File: config.mk
export PLATFORM = sky130hd
export DESIGN_NAME = hrs_home_return
export DESIGN_NICKNAME = d
export VERILOG_FILES = /design/src/hw/hrs_pkg.sv /design/src/hw/hrs_home_return.sv
export SDC_FILE = /design/constraint.sdc
export NUM_CORES = 2
export LEC_CHECK = 0
export BUFFER_PORTS_ARGS = -buffer_cell sky130_fd_sc_hd__buf_2
export CAP_MARGIN = 20
export CORE_UTILIZATION = 40
export DETAILED_ROUTE_END_ITERATION = 8
export PLACE_DENSITY_LB_ADDON = 0.05
export SETUP_SLACK_MARGIN = 0.3
export SYNTH_ARGS = -nofsm -noshare
export SYNTH_HDL_FRONTEND = slang
export SYNTH_SLANG_ARGS = --single-unit
File: constraint.sdc
create_clock -name core_clk -period 40 [get_ports core_clk]
set_clock_uncertainty 0.15 [all_clocks]
set_input_delay 10 -clock core_clk [delete_from_list [all_inputs] [get_ports core_clk]]
set_output_delay 10 -clock core_clk [all_outputs]
set_load 0.02 [all_outputs]
File: src/hw/hrs_pkg.sv
// Constants, register map and state codes for the home return sequencer.
// Assumes one 40 MHz core clock and a 32-bit Avalon-MM register port.
package hrs_pkg;

  localparam int unsigned CLK_PERIOD_NS = 25;
  localparam int unsigned TICK_TIME_NS  = 1000000;

  // Input index map of the filtered pin vector.
  localparam int unsigned NUM_IN    = 18;
  localparam int unsigned IN_AMSEL  = 0;
  localparam int unsigned IN_PT_LO  = 1;
  localparam int unsigned IN_PT_HI  = 8;
  localparam int unsigned IN_BCD_LO = 9;
  localparam int unsigned IN_BCD_HI = 12;
  localparam int unsigned IN_START  = 13;
  localparam int unsigned IN_SRVON  = 14;
  localparam int unsigned IN_DOG    = 15;
  localparam int unsigned IN_EXT_TL = 16;
  localparam int unsigned IN_INT_TL = 17;

  // Register byte offsets.
  localparam logic [7:0] REG_CTRL    = 8'h00;
  localparam logic [7:0] REG_SPEED   = 8'h04;
  localparam logic [7:0] REG_CREEP   = 8'h08;
  localparam logic [7:0] REG_SHIFT   = 8'h0C;
  localparam logic [7:0] REG_PRESET  = 8'h10;
  localparam logic [7:0] REG_AFTER   = 8'h14;
  localparam logic [7:0] REG_DWELL   = 8'h18;
  localparam logic [7:0] REG_STOPTL  = 8'h1C;
  localparam logic [7:0] REG_TL2     = 8'h20;
  localparam logic [7:0] REG_FWDTL   = 8'h24;
  localparam logic [7:0] REG_REVTL   = 8'h28;
  localparam logic [7:0] REG_FILTER  = 8'h2C;
  localparam logic [7:0] REG_ACCEL   = 8'h30;
  localparam logic [7:0] REG_STATUS  = 8'h34;
  localparam logic [7:0] REG_POS     = 8'h38;

  // Control register fields.
  localparam int unsigned CTRL_METHOD_LO = 0;
  localparam int unsigned CTRL_METHOD_HI = 3;
  localparam int unsigned CTRL_DIR       = 4;
  localparam int unsigned CTRL_BCD       = 5;

  // Lowest digit of the home method setting.
  localparam logic [3:0] METHOD_STOPPER = 4'h3;
  localparam logic [3:0] METHOD_SRVON   = 4'h4;
  localparam logic [3:0] METHOD_REAR    = 4'h5;

  // Reset values.
  localparam logic [31:0] RST_ZERO  = 32'h0000_0000;
  localparam logic [15:0] RST_TLIM  = 16'hFFFF;

  typedef enum logic [5:0] {
    ST_IDLE   = 6'b000001,
    ST_SEEK   = 6'b000010,
    ST_DWELL  = 6'b000100,
    ST_CREEP  = 6'b001000,
    ST_TRAVEL = 6'b010000,
    ST_DONE   = 6'b100000
  } hrs_state_type;

endpackage : hrs_pkg

File: src/hw/hrs_home_return.sv
// Home return sequencer: stopper, servo-on and dog rear-edge methods.
// Assumes motor torque, analog limit and feedback steps come from logic
// on core_clk; all discrete pins are asynchronous and are synchronised.
//
// The address map and register access over Avalon-MM were decided locally.
`timescale 1ns/1ps
`default_nettype none

// Contract
// RL1 - Manual mode: select high, point inputs low
// RL2 - BCD scheme: four select inputs low
// RL3 - Method digit 3 selects stopper homing
// RL4 - Travel in the configured home direction
// RL5 - Stopper homing runs at home speed
// RL6 - Dwell after contact, then complete
// RL7 - Stopper torque limit applied while homing
// RL8 - Acceleration from point table one
// RL9 - Torque reached flag against active limit
// RL10 - Stopper limit combined with selected limit
// RL11 - Completion loads preset into position
// RL12 - Inputs recognised after filter time
// RL13 - Controller changes selection early enough
// RL14 - Method digit 4: servo-on position home
// RL15 - Dog rear edge plus distances gives home
// RL16 - No index pulse used
// RL17 - Rear edge sampling limits home accuracy
// RL18 - Method digit 5 selects rear-edge homing
// RL19 - Complete low from start until done
// RL20 - Servo-on method completes without motion
module hrs_home_return #(
  parameter int unsigned TICK_CYCLES =
    hrs_pkg::TICK_TIME_NS / hrs_pkg::CLK_PERIOD_NS
) (
  input  wire logic        core_clk,
  input  wire logic        rst_n,
  input  wire logic [7:0]  avs_address,
  input  wire logic        avs_read,
  input  wire logic        avs_write,
  input  wire logic [31:0] avs_writedata,
  input  wire logic [3:0]  avs_byteenable,
  output logic      [31:0] avs_readdata,
  output logic             avs_waitrequest,
  input  wire logic        auto_manual_select,
  input  wire logic [7:0]  point_table_select_inputs,
  input  wire logic [3:0]  bcd_select_inputs,
  input  wire logic        home_start,
  input  wire logic        servo_on,
  input  wire logic        proximity_dog,
  input  wire logic        external_torque_select,
  input  wire logic        internal_torque_select,
  input  wire logic [15:0] motor_torque,
  input  wire logic [15:0] analog_torque_limit,
  input  wire logic        feedback_step,
  output logic      [15:0] speed_cmd,
  output logic             direction_out,
  output logic      [15:0] torque_limit_out,
  output logic      [15:0] accel_time_out,
  output logic      [31:0] current_position,
  output logic             home_complete_out,
  output logic             torque_limit_reached_out
);
  import hrs_pkg::*;

  localparam logic [31:0] TICK_LAST = 32'(TICK_CYCLES - 1);

  logic                rst_s1_q;
  logic                rst_s2_q;
  logic [NUM_IN-1:0]   raw_in;
  logic [NUM_IN-1:0]   sync1_q;
  logic [NUM_IN-1:0]   sync2_q;
  logic [NUM_IN-1:0]   filt_q;
  logic [31:0]         tick_cnt_q;
  logic                tick_q;
  logic                start_prev_q;
  logic [5:0]          ctrl_q;
  logic [15:0]         speed_q, creep_q, dwell_q, stoptl_q, tl2_q;
  logic [15:0]         fwdtl_q, revtl_q, accel_q;
  logic [7:0]          filter_q;
  logic [31:0]         shift_q, preset_q, after_q;
  logic                error_q;
  logic                waitreq_q;
  logic [31:0]         rdata_q;
  hrs_state_type       state_q;
  logic [31:0]         travel_q;
  logic [15:0]         dwell_cnt_q;
  logic [31:0]         pos_q;
  logic [15:0]         speed_cmd_q, tlim_out_q, accel_out_q;
  logic                dir_out_q, complete_q, tlc_q;

  // Reset release through two flops.
  always_ff @(posedge core_clk or negedge rst_n) begin
    if (!rst_n) begin
      rst_s1_q <= 1'b0;
      rst_s2_q <= 1'b0;
    end else begin
      rst_s1_q <= 1'b1;
      rst_s2_q <= rst_s1_q;
    end
  end

  wire rst_int_n = rst_s2_q;

  assign raw_in = {internal_torque_select, external_torque_select,
                   proximity_dog, servo_on, home_start, bcd_select_inputs,
                   point_table_select_inputs, auto_manual_select};

  always_ff @(posedge core_clk or negedge rst_int_n) begin
    if (!rst_int_n) begin
      sync1_q <= '0;
      sync2_q <= '0;
    end else begin
      sync1_q <= raw_in;
      sync2_q <= sync1_q;
    end
  end

  // Filter time base: one tick per millisecond.
  wire tick_wrap = (tick_cnt_q == TICK_LAST);

  always_ff @(posedge core_clk or negedge rst_int_n) begin
    if (!rst_int_n) begin
      tick_cnt_q <= RST_ZERO;
      tick_q     <= 1'b0;
    end else begin
      tick_cnt_q <= tick_wrap ? RST_ZERO : tick_cnt_q + 32'h0000_0001;
      tick_q     <= tick_wrap;
    end
  end

  // A pin change is accepted only once it has stood for the filter time.
  // Each bit keeps its own flop so that no two processes share a variable.
  for (genvar i = 0; i < NUM_IN; i++) begin : g_filt
    logic [7:0] cnt_q;
    logic       bit_q;
    wire        differs = (sync2_q[i] != bit_q);
    wire        expired = (cnt_q >= filter_q);
    assign filt_q[i] = bit_q;
    always_ff @(posedge core_clk or negedge rst_int_n) begin
      if (!rst_int_n) begin
        cnt_q <= 8'h00;
        bit_q <= 1'b0;
      end else if (!differs) begin
        cnt_q <= 8'h00;
      end else if (expired) begin
        cnt_q <= 8'h00; // RL12
        bit_q <= sync2_q[i]; // RL12
      end else if (tick_q) begin
        cnt_q <= cnt_q + 8'h01;
      end
    end
  end

  // Register slave: one wait cycle, then the access completes.
  wire        wr_fire  = avs_write & ~waitreq_q;
  wire        rd_take  = (avs_read | avs_write) & waitreq_q;
  wire [31:0] be_mask  = {{8{avs_byteenable[3]}}, {8{avs_byteenable[2]}},
                          {8{avs_byteenable[1]}}, {8{avs_byteenable[0]}}};
  wire [31:0] status_w = {24'h00_0000, error_q, tlc_q, complete_q,
                          (state_q != ST_IDLE), 4'h0};
  logic [31:0] cur_word;

  always_comb begin
    case (avs_address)
      REG_CTRL:   cur_word = {26'h000_0000, ctrl_q};
      REG_SPEED:  cur_word = {16'h0000, speed_q};
      REG_CREEP:  cur_word = {16'h0000, creep_q};
      REG_SHIFT:  cur_word = shift_q;
      REG_PRESET: cur_word = preset_q;
      REG_AFTER:  cur_word = after_q;
      REG_DWELL:  cur_word = {16'h0000, dwell_q};
      REG_STOPTL: cur_word = {16'h0000, stoptl_q};
      REG_TL2:    cur_word = {16'h0000, tl2_q};
      REG_FWDTL:  cur_word = {16'h0000, fwdtl_q};
      REG_REVTL:  cur_word = {16'h0000, revtl_q};
      REG_FILTER: cur_word = {24'h00_0000, filter_q};
      REG_ACCEL:  cur_word = {16'h0000, accel_q};
      REG_STATUS: cur_word = status_w;
      REG_POS:    cur_word = pos_q;
      default:    cur_word = RST_ZERO;
    endcase
  end

  wire [31:0] wmerge = (cur_word & ~be_mask) | (avs_writedata & be_mask);

  always_ff @(posedge core_clk or negedge rst_int_n) begin
    if (!rst_int_n) begin
      waitreq_q <= 1'b1;
      rdata_q   <= RST_ZERO;
    end else begin
      waitreq_q <= ~rd_take;
      if (rd_take) begin
        rdata_q <= avs_read ? cur_word : RST_ZERO;
      end
    end
  end

  always_ff @(posedge core_clk or negedge rst_int_n) begin
    if (!rst_int_n) begin
      ctrl_q   <= RST_ZERO[5:0];
      speed_q  <= RST_ZERO[15:0];
      creep_q  <= RST_ZERO[15:0];
      shift_q  <= RST_ZERO;
      preset_q <= RST_ZERO;
      after_q  <= RST_ZERO;
      dwell_q  <= RST_ZERO[15:0];
      stoptl_q <= RST_TLIM;
      tl2_q    <= RST_TLIM;
      fwdtl_q  <= RST_TLIM;
      revtl_q  <= RST_TLIM;
      filter_q <= RST_ZERO[7:0];
      accel_q  <= RST_ZERO[15:0];
    end else if (wr_fire) begin
      case (avs_address)
        REG_CTRL:   ctrl_q   <= wmerge[5:0];
        REG_SPEED:  speed_q  <= wmerge[15:0];
        REG_CREEP:  creep_q  <= wmerge[15:0];
        REG_SHIFT:  shift_q  <= wmerge;
        REG_PRESET: preset_q <= wmerge;
        REG_AFTER:  after_q  <= wmerge;
        REG_DWELL:  dwell_q  <= wmerge[15:0];
        REG_STOPTL: stoptl_q <= wmerge[15:0];
        REG_TL2:    tl2_q    <= wmerge[15:0];
        REG_FWDTL:  fwdtl_q  <= wmerge[15:0];
        REG_REVTL:  revtl_q  <= wmerge[15:0];
        REG_FILTER: filter_q <= wmerge[7:0];
        REG_ACCEL:  accel_q  <= wmerge[15:0];
        default:    ;
      endcase
    end
  end

  // Mode and request decode.
  wire [3:0] method   = ctrl_q[CTRL_METHOD_HI:CTRL_METHOD_LO];
  wire       home_dir = ctrl_q[CTRL_DIR];
  wire       sel_clear = ctrl_q[CTRL_BCD] ?
                         (filt_q[IN_BCD_HI:IN_BCD_LO] == 4'h0) : // RL2
                         (filt_q[IN_PT_HI:IN_PT_LO] == 8'h00);   // RL1
  wire       manual_home = filt_q[IN_AMSEL] & sel_clear; // RL1
  wire       start_rise  = filt_q[IN_START] & ~start_prev_q;
  wire       dog         = filt_q[IN_DOG]; // RL17
  wire       is_stopper  = (method == METHOD_STOPPER); // RL3
  wire       is_srvon    = (method == METHOD_SRVON);   // RL14
  wire       is_rear     = (method == METHOD_REAR);    // RL18
  wire       method_ok   = is_stopper | is_srvon | is_rear;
  wire       go          = manual_home & start_rise;

  // Active torque limit selection.
  wire        int_sel  = filt_q[IN_INT_TL];
  wire        ext_sel  = filt_q[IN_EXT_TL];
  wire        homing_stop = is_stopper & (state_q == ST_SEEK |
                                          state_q == ST_DWELL);
  wire [15:0] base_lim = homing_stop ? stoptl_q : // RL7
                         (home_dir ? revtl_q : fwdtl_q);
  wire [15:0] sel_lim  = ext_sel ? analog_torque_limit : tl2_q; // RL10
  wire        use_sel  = ext_sel | int_sel; // RL10
  wire [15:0] act_lim  = (use_sel && sel_lim < base_lim) ?
                         sel_lim : base_lim; // RL10
  wire        tlc_now  = (motor_torque >= act_lim); // RL9
  wire        dwell_end = tick_q && (dwell_cnt_q >= dwell_q);
  wire        travel_end = (travel_q == RST_ZERO);

  always_ff @(posedge core_clk or negedge rst_int_n) begin
    if (!rst_int_n) begin
      start_prev_q <= 1'b0;
      tlc_q        <= 1'b0;
      tlim_out_q   <= RST_TLIM;
    end else begin
      start_prev_q <= filt_q[IN_START];
      tlc_q        <= tlc_now; // RL9
      tlim_out_q   <= act_lim; // RL7
    end
  end

  // Sequencer.  The dog rear edge is seen only after sync and filter, so
  // the home point moves with the creep speed; no index pulse is used.
  always_ff @(posedge core_clk or negedge rst_int_n) begin
    if (!rst_int_n) begin
      state_q     <= ST_IDLE;
      travel_q    <= RST_ZERO;
      dwell_cnt_q <= RST_ZERO[15:0];
      speed_cmd_q <= RST_ZERO[15:0];
      dir_out_q   <= 1'b0;
      accel_out_q <= RST_ZERO[15:0];
      complete_q  <= 1'b0;
      error_q     <= 1'b0;
    end else begin
      case (state_q)
        ST_IDLE, ST_DONE: begin
          if (go) begin
            error_q    <= ~method_ok;
            if (method_ok) begin
              complete_q  <= 1'b0; // RL19
              state_q     <= ST_SEEK;
              dir_out_q   <= home_dir; // RL4
              accel_out_q <= accel_q; // RL8
              speed_cmd_q <= is_srvon ? RST_ZERO[15:0] : speed_q; // RL5
            end
          end
        end
        ST_SEEK: begin
          dwell_cnt_q <= RST_ZERO[15:0];
          if (is_srvon && filt_q[IN_SRVON]) begin
            state_q <= ST_DONE; // RL20
          end else if (is_stopper && tlc_now) begin
            state_q <= ST_DWELL; // RL6
          end else if (is_rear && dog) begin
            state_q     <= ST_CREEP; // RL15
            speed_cmd_q <= creep_q; // RL15
          end
        end
        ST_DWELL: begin
          if (dwell_end) begin
            state_q     <= ST_DONE; // RL6
            speed_cmd_q <= RST_ZERO[15:0];
          end else if (tick_q) begin
            dwell_cnt_q <= dwell_cnt_q + 16'h0001;
          end
        end
        ST_CREEP: begin
          if (!dog) begin
            state_q  <= ST_TRAVEL; // RL15
            travel_q <= after_q + shift_q; // RL15
          end
        end
        ST_TRAVEL: begin
          if (travel_end) begin
            state_q     <= ST_DONE; // RL15
            speed_cmd_q <= RST_ZERO[15:0];
          end else if (feedback_step) begin
            travel_q <= travel_q - 32'h0000_0001; // RL16
          end
        end
        default: state_q <= ST_IDLE;
      endcase
      if (state_q != ST_IDLE && state_q != ST_DONE && !manual_home) begin
        state_q     <= ST_IDLE;
        speed_cmd_q <= RST_ZERO[15:0];
      end
      if (state_q == ST_DONE && !go) begin
        complete_q <= 1'b1; // RL6
      end
    end
  end

  // Current position: follows feedback, loaded with the preset on done.
  wire entering_done = (state_q == ST_DONE) && !complete_q;

  always_ff @(posedge core_clk or negedge rst_int_n) begin
    if (!rst_int_n) begin
      pos_q <= RST_ZERO;
    end else if (entering_done) begin
      pos_q <= preset_q; // RL11
    end else if (feedback_step) begin
      pos_q <= dir_out_q ? pos_q - 32'h0000_0001 : pos_q + 32'h0000_0001;
    end
  end

  assign avs_readdata             = rdata_q;
  assign avs_waitrequest          = waitreq_q;
  assign speed_cmd                = speed_cmd_q;
  assign direction_out            = dir_out_q;
  assign torque_limit_out         = tlim_out_q;
  assign accel_time_out           = accel_out_q;
  assign current_position         = pos_q;
  assign home_complete_out        = complete_q;
  assign torque_limit_reached_out = tlc_q;

endmodule : hrs_home_return
`default_nettype wire

==> impl_metrics.env <==
export IMPL_netlist_cell_type_count=84
export IMPL_wirelength_mm=115
export IMPL_vias_per_cell=5.55
export IMPL_powerDensity_mw_per_mm2=42.0
export IMPL_first_global_vias=28100
export IMPL_post_cts_resize_count=0
export IMPL_nNetsFinal=4301
export IMPL_slew_headroom_pct=14.6
export IMPL_ios=215
export IMPL_status="completed"
export IMPL_hp_class="reg -> reg"
export IMPL_slew_violations=0
export IMPL_power_share_clock_pct=42.5
export IMPL_dieArea_mm2=0.0920
export IMPL_rows=110
export IMPL_synthFlopType="dfrtp_1"
export IMPL_synth_area_mux_share_pct=6.44
export IMPL_hold_worst_slack_ns=0.195
export IMPL_grt_pass1_wl_mm=175
export IMPL_hold_depth=0
export IMPL_synth_area_per_cell_um2=9.69
export IMPL_dp_hpwl_mm=81.8
export IMPL_synth_xor_area_share_pct=5.57
export IMPL_route_detailed_drc=0
export IMPL_fin_crit_ns=15.35
export IMPL_wl_per_cell_um=22.2
export IMPL_die_w_um=303
export IMPL_yosys_area_top_type_share_pct=38.7
export IMPL_cp_required_ns=40.37
export IMPL_cap_violations=0
export IMPL_antenna_found_initial=2
export IMPL_grt_usage_pct=25.0
export IMPL_end_kind="flop"
export IMPL_finalWeightedCongestion=0.992
export IMPL_syn_nets=4120
export IMPL_vias=28700
export IMPL_fmax_mhz=65.1
export IMPL_overflow=0
export IMPL_ant_nets=0
export IMPL_synth_edf_count=0
export IMPL_p_sw_w=0.000511
export IMPL_cts_buffers=78
export IMPL_start_kind="input pin"
export IMPL_r2r_cells=27
export IMPL_finalSetupTns_ns=0
export IMPL_synth_top_family_by_area="compound AO/OA/AOI/OAI gates"
export IMPL_synthSimpleGateAreaFrac_pct=14.4
export IMPL_combPwrFrac_pct=15.2
export IMPL_vdd_drop_max_mv=0.0283
export IMPL_path_clk_slew_ns=0.06
export IMPL_period_share_pct=38.4
export IMPL_postCtsHoldBufs=0
export IMPL_cts_root_buffer="clkbuf_16"
export IMPL_tritoncts="yes"
export IMPL_worstPathMaxFanout=23
export IMPL_drive_gt1_share_pct=16.2
export IMPL_fill_cells=8738
export IMPL_rsz0062_at_grt="no"
export IMPL_finalSetupViolCount=0
export IMPL_switching_share_pct=29.4
export IMPL_ys_seq_elements=643
export IMPL_p_int_w=0.00123
export IMPL_syn_to_final_growth_pct=13.9
export IMPL_hold_viol_final=0
export IMPL_syn_area_mm2=0.0363
export IMPL_power_frac_seq_pct=42.3
export IMPL_port_buffers=214
export IMPL_synth_yosys_seq_area_share_pct=44.6
export IMPL_drt_initial_drc_count=1982
export IMPL_htreeDepth=3
export IMPL_setup_slack_ns=24.65
export IMPL_core_mm2=0.0900
export IMPL_antennaDiodeCount=0
export IMPL_start_util_pct=40.3
export IMPL_first_pass_iters=8
export IMPL_clk_latency_ns=0.64
export IMPL_yosys_area_top_type="dfrtp_1"
export IMPL_critPathKind="in -> reg"
export IMPL_die_h_um=303
export IMPL_yosys_warnings=0
export IMPL_synth_compound_area_share_pct=16.6
export IMPL_final_common_cell="dfrtp_1"
export IMPL_dpl_worst_slack_ns=23.98
export IMPL_synth_cells=3747
export IMPL_clock_sinks=643
export IMPL_clk_path_buf_depth=3
export IMPL_synth_top_cells_by_area="dfrtp_1, ha_1, dfstp_2, o21ai_0, nand2_1"
export IMPL_p_leak_nw=18.4
export IMPL_post_cts_buffers=0
export IMPL_grt_max_degree=73
export IMPL_layout_common_cells="dfrtp_1, nand2_1, o21ai_0"
export IMPL_arrival_ns=15.72
export IMPL_synthAdderAreaFrac_pct=9.48
export IMPL_synth_async_reset_ratio_pct=100
export IMPL_tightest_slew_ns=1.27
==> path summary, 6_finish.rpt <==
kind	startpoint	end	slack (ns)
worst min-delay path	sync1_q[9]	sync2_q[9]	0.20
worst max register to register	state_q[2]	direction_out	32.01
max in group asynchronous	rst_n	rst_int_n	30.60
min in group asynchronous	rst_int_n	g_filt[1].cnt_q[3]	0.26
worst max-delay path	analog_torque_limit[9]	direction_out	24.65
worst min register to register	sync1_q[9]	sync2_q[9]	0.20
==> cell type report <==
| cell class | instances | area, um^2 | share of cell area (%) |
|---|---|---|---|
| multi-input cells | 2835 | 19100 | 46.3 |
| clock inverters | 31 | 385 | 0.932 |
| repair buffers | 274 | 1560 | 3.77 |
| inverters | 96 | 360 | 0.871 |
| clock buffers | 110 | 2250 | 5.43 |
| well taps | 1176 | 1470 | 3.56 |
| flip-flops and latches | 643 | 16200 | 39.2 |
==> Yosys cell counts (38+ instances only) <==
cell      count
xnor2_1     100
nand2b_1     55
nand3_1      85
mux2_2      120
a22oi_1      89
nor2_1      318
mux2i_1      82
nor3_1       45
nand2_1     439
dfrtp_1     561
nand4_1      61
dfstp_2      82
clkbuf_1    155
and3_1       38
ha_1        272
xor2_1      131
o21ai_0     373
a22o_1       40
inv_1        95
a21oi_1     182
a21o_1      118
==> sequential cells by signal, indices dropped and copies added, names as in the netlist, 18 cells and up <==
signal,count
after_q,32
shift_q,32
current_position,32
sync2_q,18
g_filt.cnt_q,144
preset_q,32
travel_q,32
avs_readdata,32
tick_cnt_q,32
sync1_q,18
==> cells by family after synthesis <==
kind of cell,count (synthesis)
and+or+nand+nor,1148
AOI/OAI and AO/OA,969
DFF,643
adders and majority gates,274
buffers and inverters,269
xor gates and xnor gates,231
muxes,212
other,1
==> stage by stage <==
| stage | instances | power [W] | utilization (%) | area (um^2) |
|---|---|---|---|---|
| after floorplan | 3747 | 0.000912 | - | 36300 |
| after global placement | 5021 | 0.00101 | 43.0 | 38700 |
| after detailed placement | 5021 | 0.00101 | 43.0 | 38700 |
| after CTS | 5162 | 0.00176 | 45.9 | 41300 |
| after global routing | 5165 | 0.00181 | 46.0 | 41400 |
| final | 5165 | 0.00174 | 46.0 | 41400 |
==> power groups by stage <==
stage / Clock (W) / Combinational (W) / Sequential [W]
2_1_floorplan: 0 / 0.000159 / 0.000753
3_3_place_gp: 0 / 0.000265 / 0.000747
3_5_place_dp: 0 / 0.000264 / 0.000746
4_1_cts: 0.000761 / 0.000266 / 0.000735
5_1_grt: 0.000784 / 0.000291 / 0.000738
6_report: 0.000739 / 0.000264 / 0.000735
==> critical path, stage by stage <==
cell	delay [ns]
buf_2	0.10
mux2_2	0.28
ha_1	0.31
a21o_1	0.16
a21o_1	0.19
a21o_1	0.17
a21oi_1	0.14
o21ai_0	0.09
o211ai_1	0.13
o211ai_2	0.41
buf_4	0.36
o21ai_0	0.25
ha_1	0.27
nand2b_1	0.15
a211oi_1	0.31
o21a_1	0.18
nor2_1	0.05
o31ai_1	0.77
o211ai_1	0.31
nand4_4	0.24
or3_1	0.12
buf_4	0.31
mux2_2	0.38
==> per-layer routing <==
layer	track usage, %	routed length (um)
met1	34.8	53100
met2	39.8	52400
met3	4.08	6100
met4	7.61	3040
met5	0	0
Power figures use the tool's default switching activity.
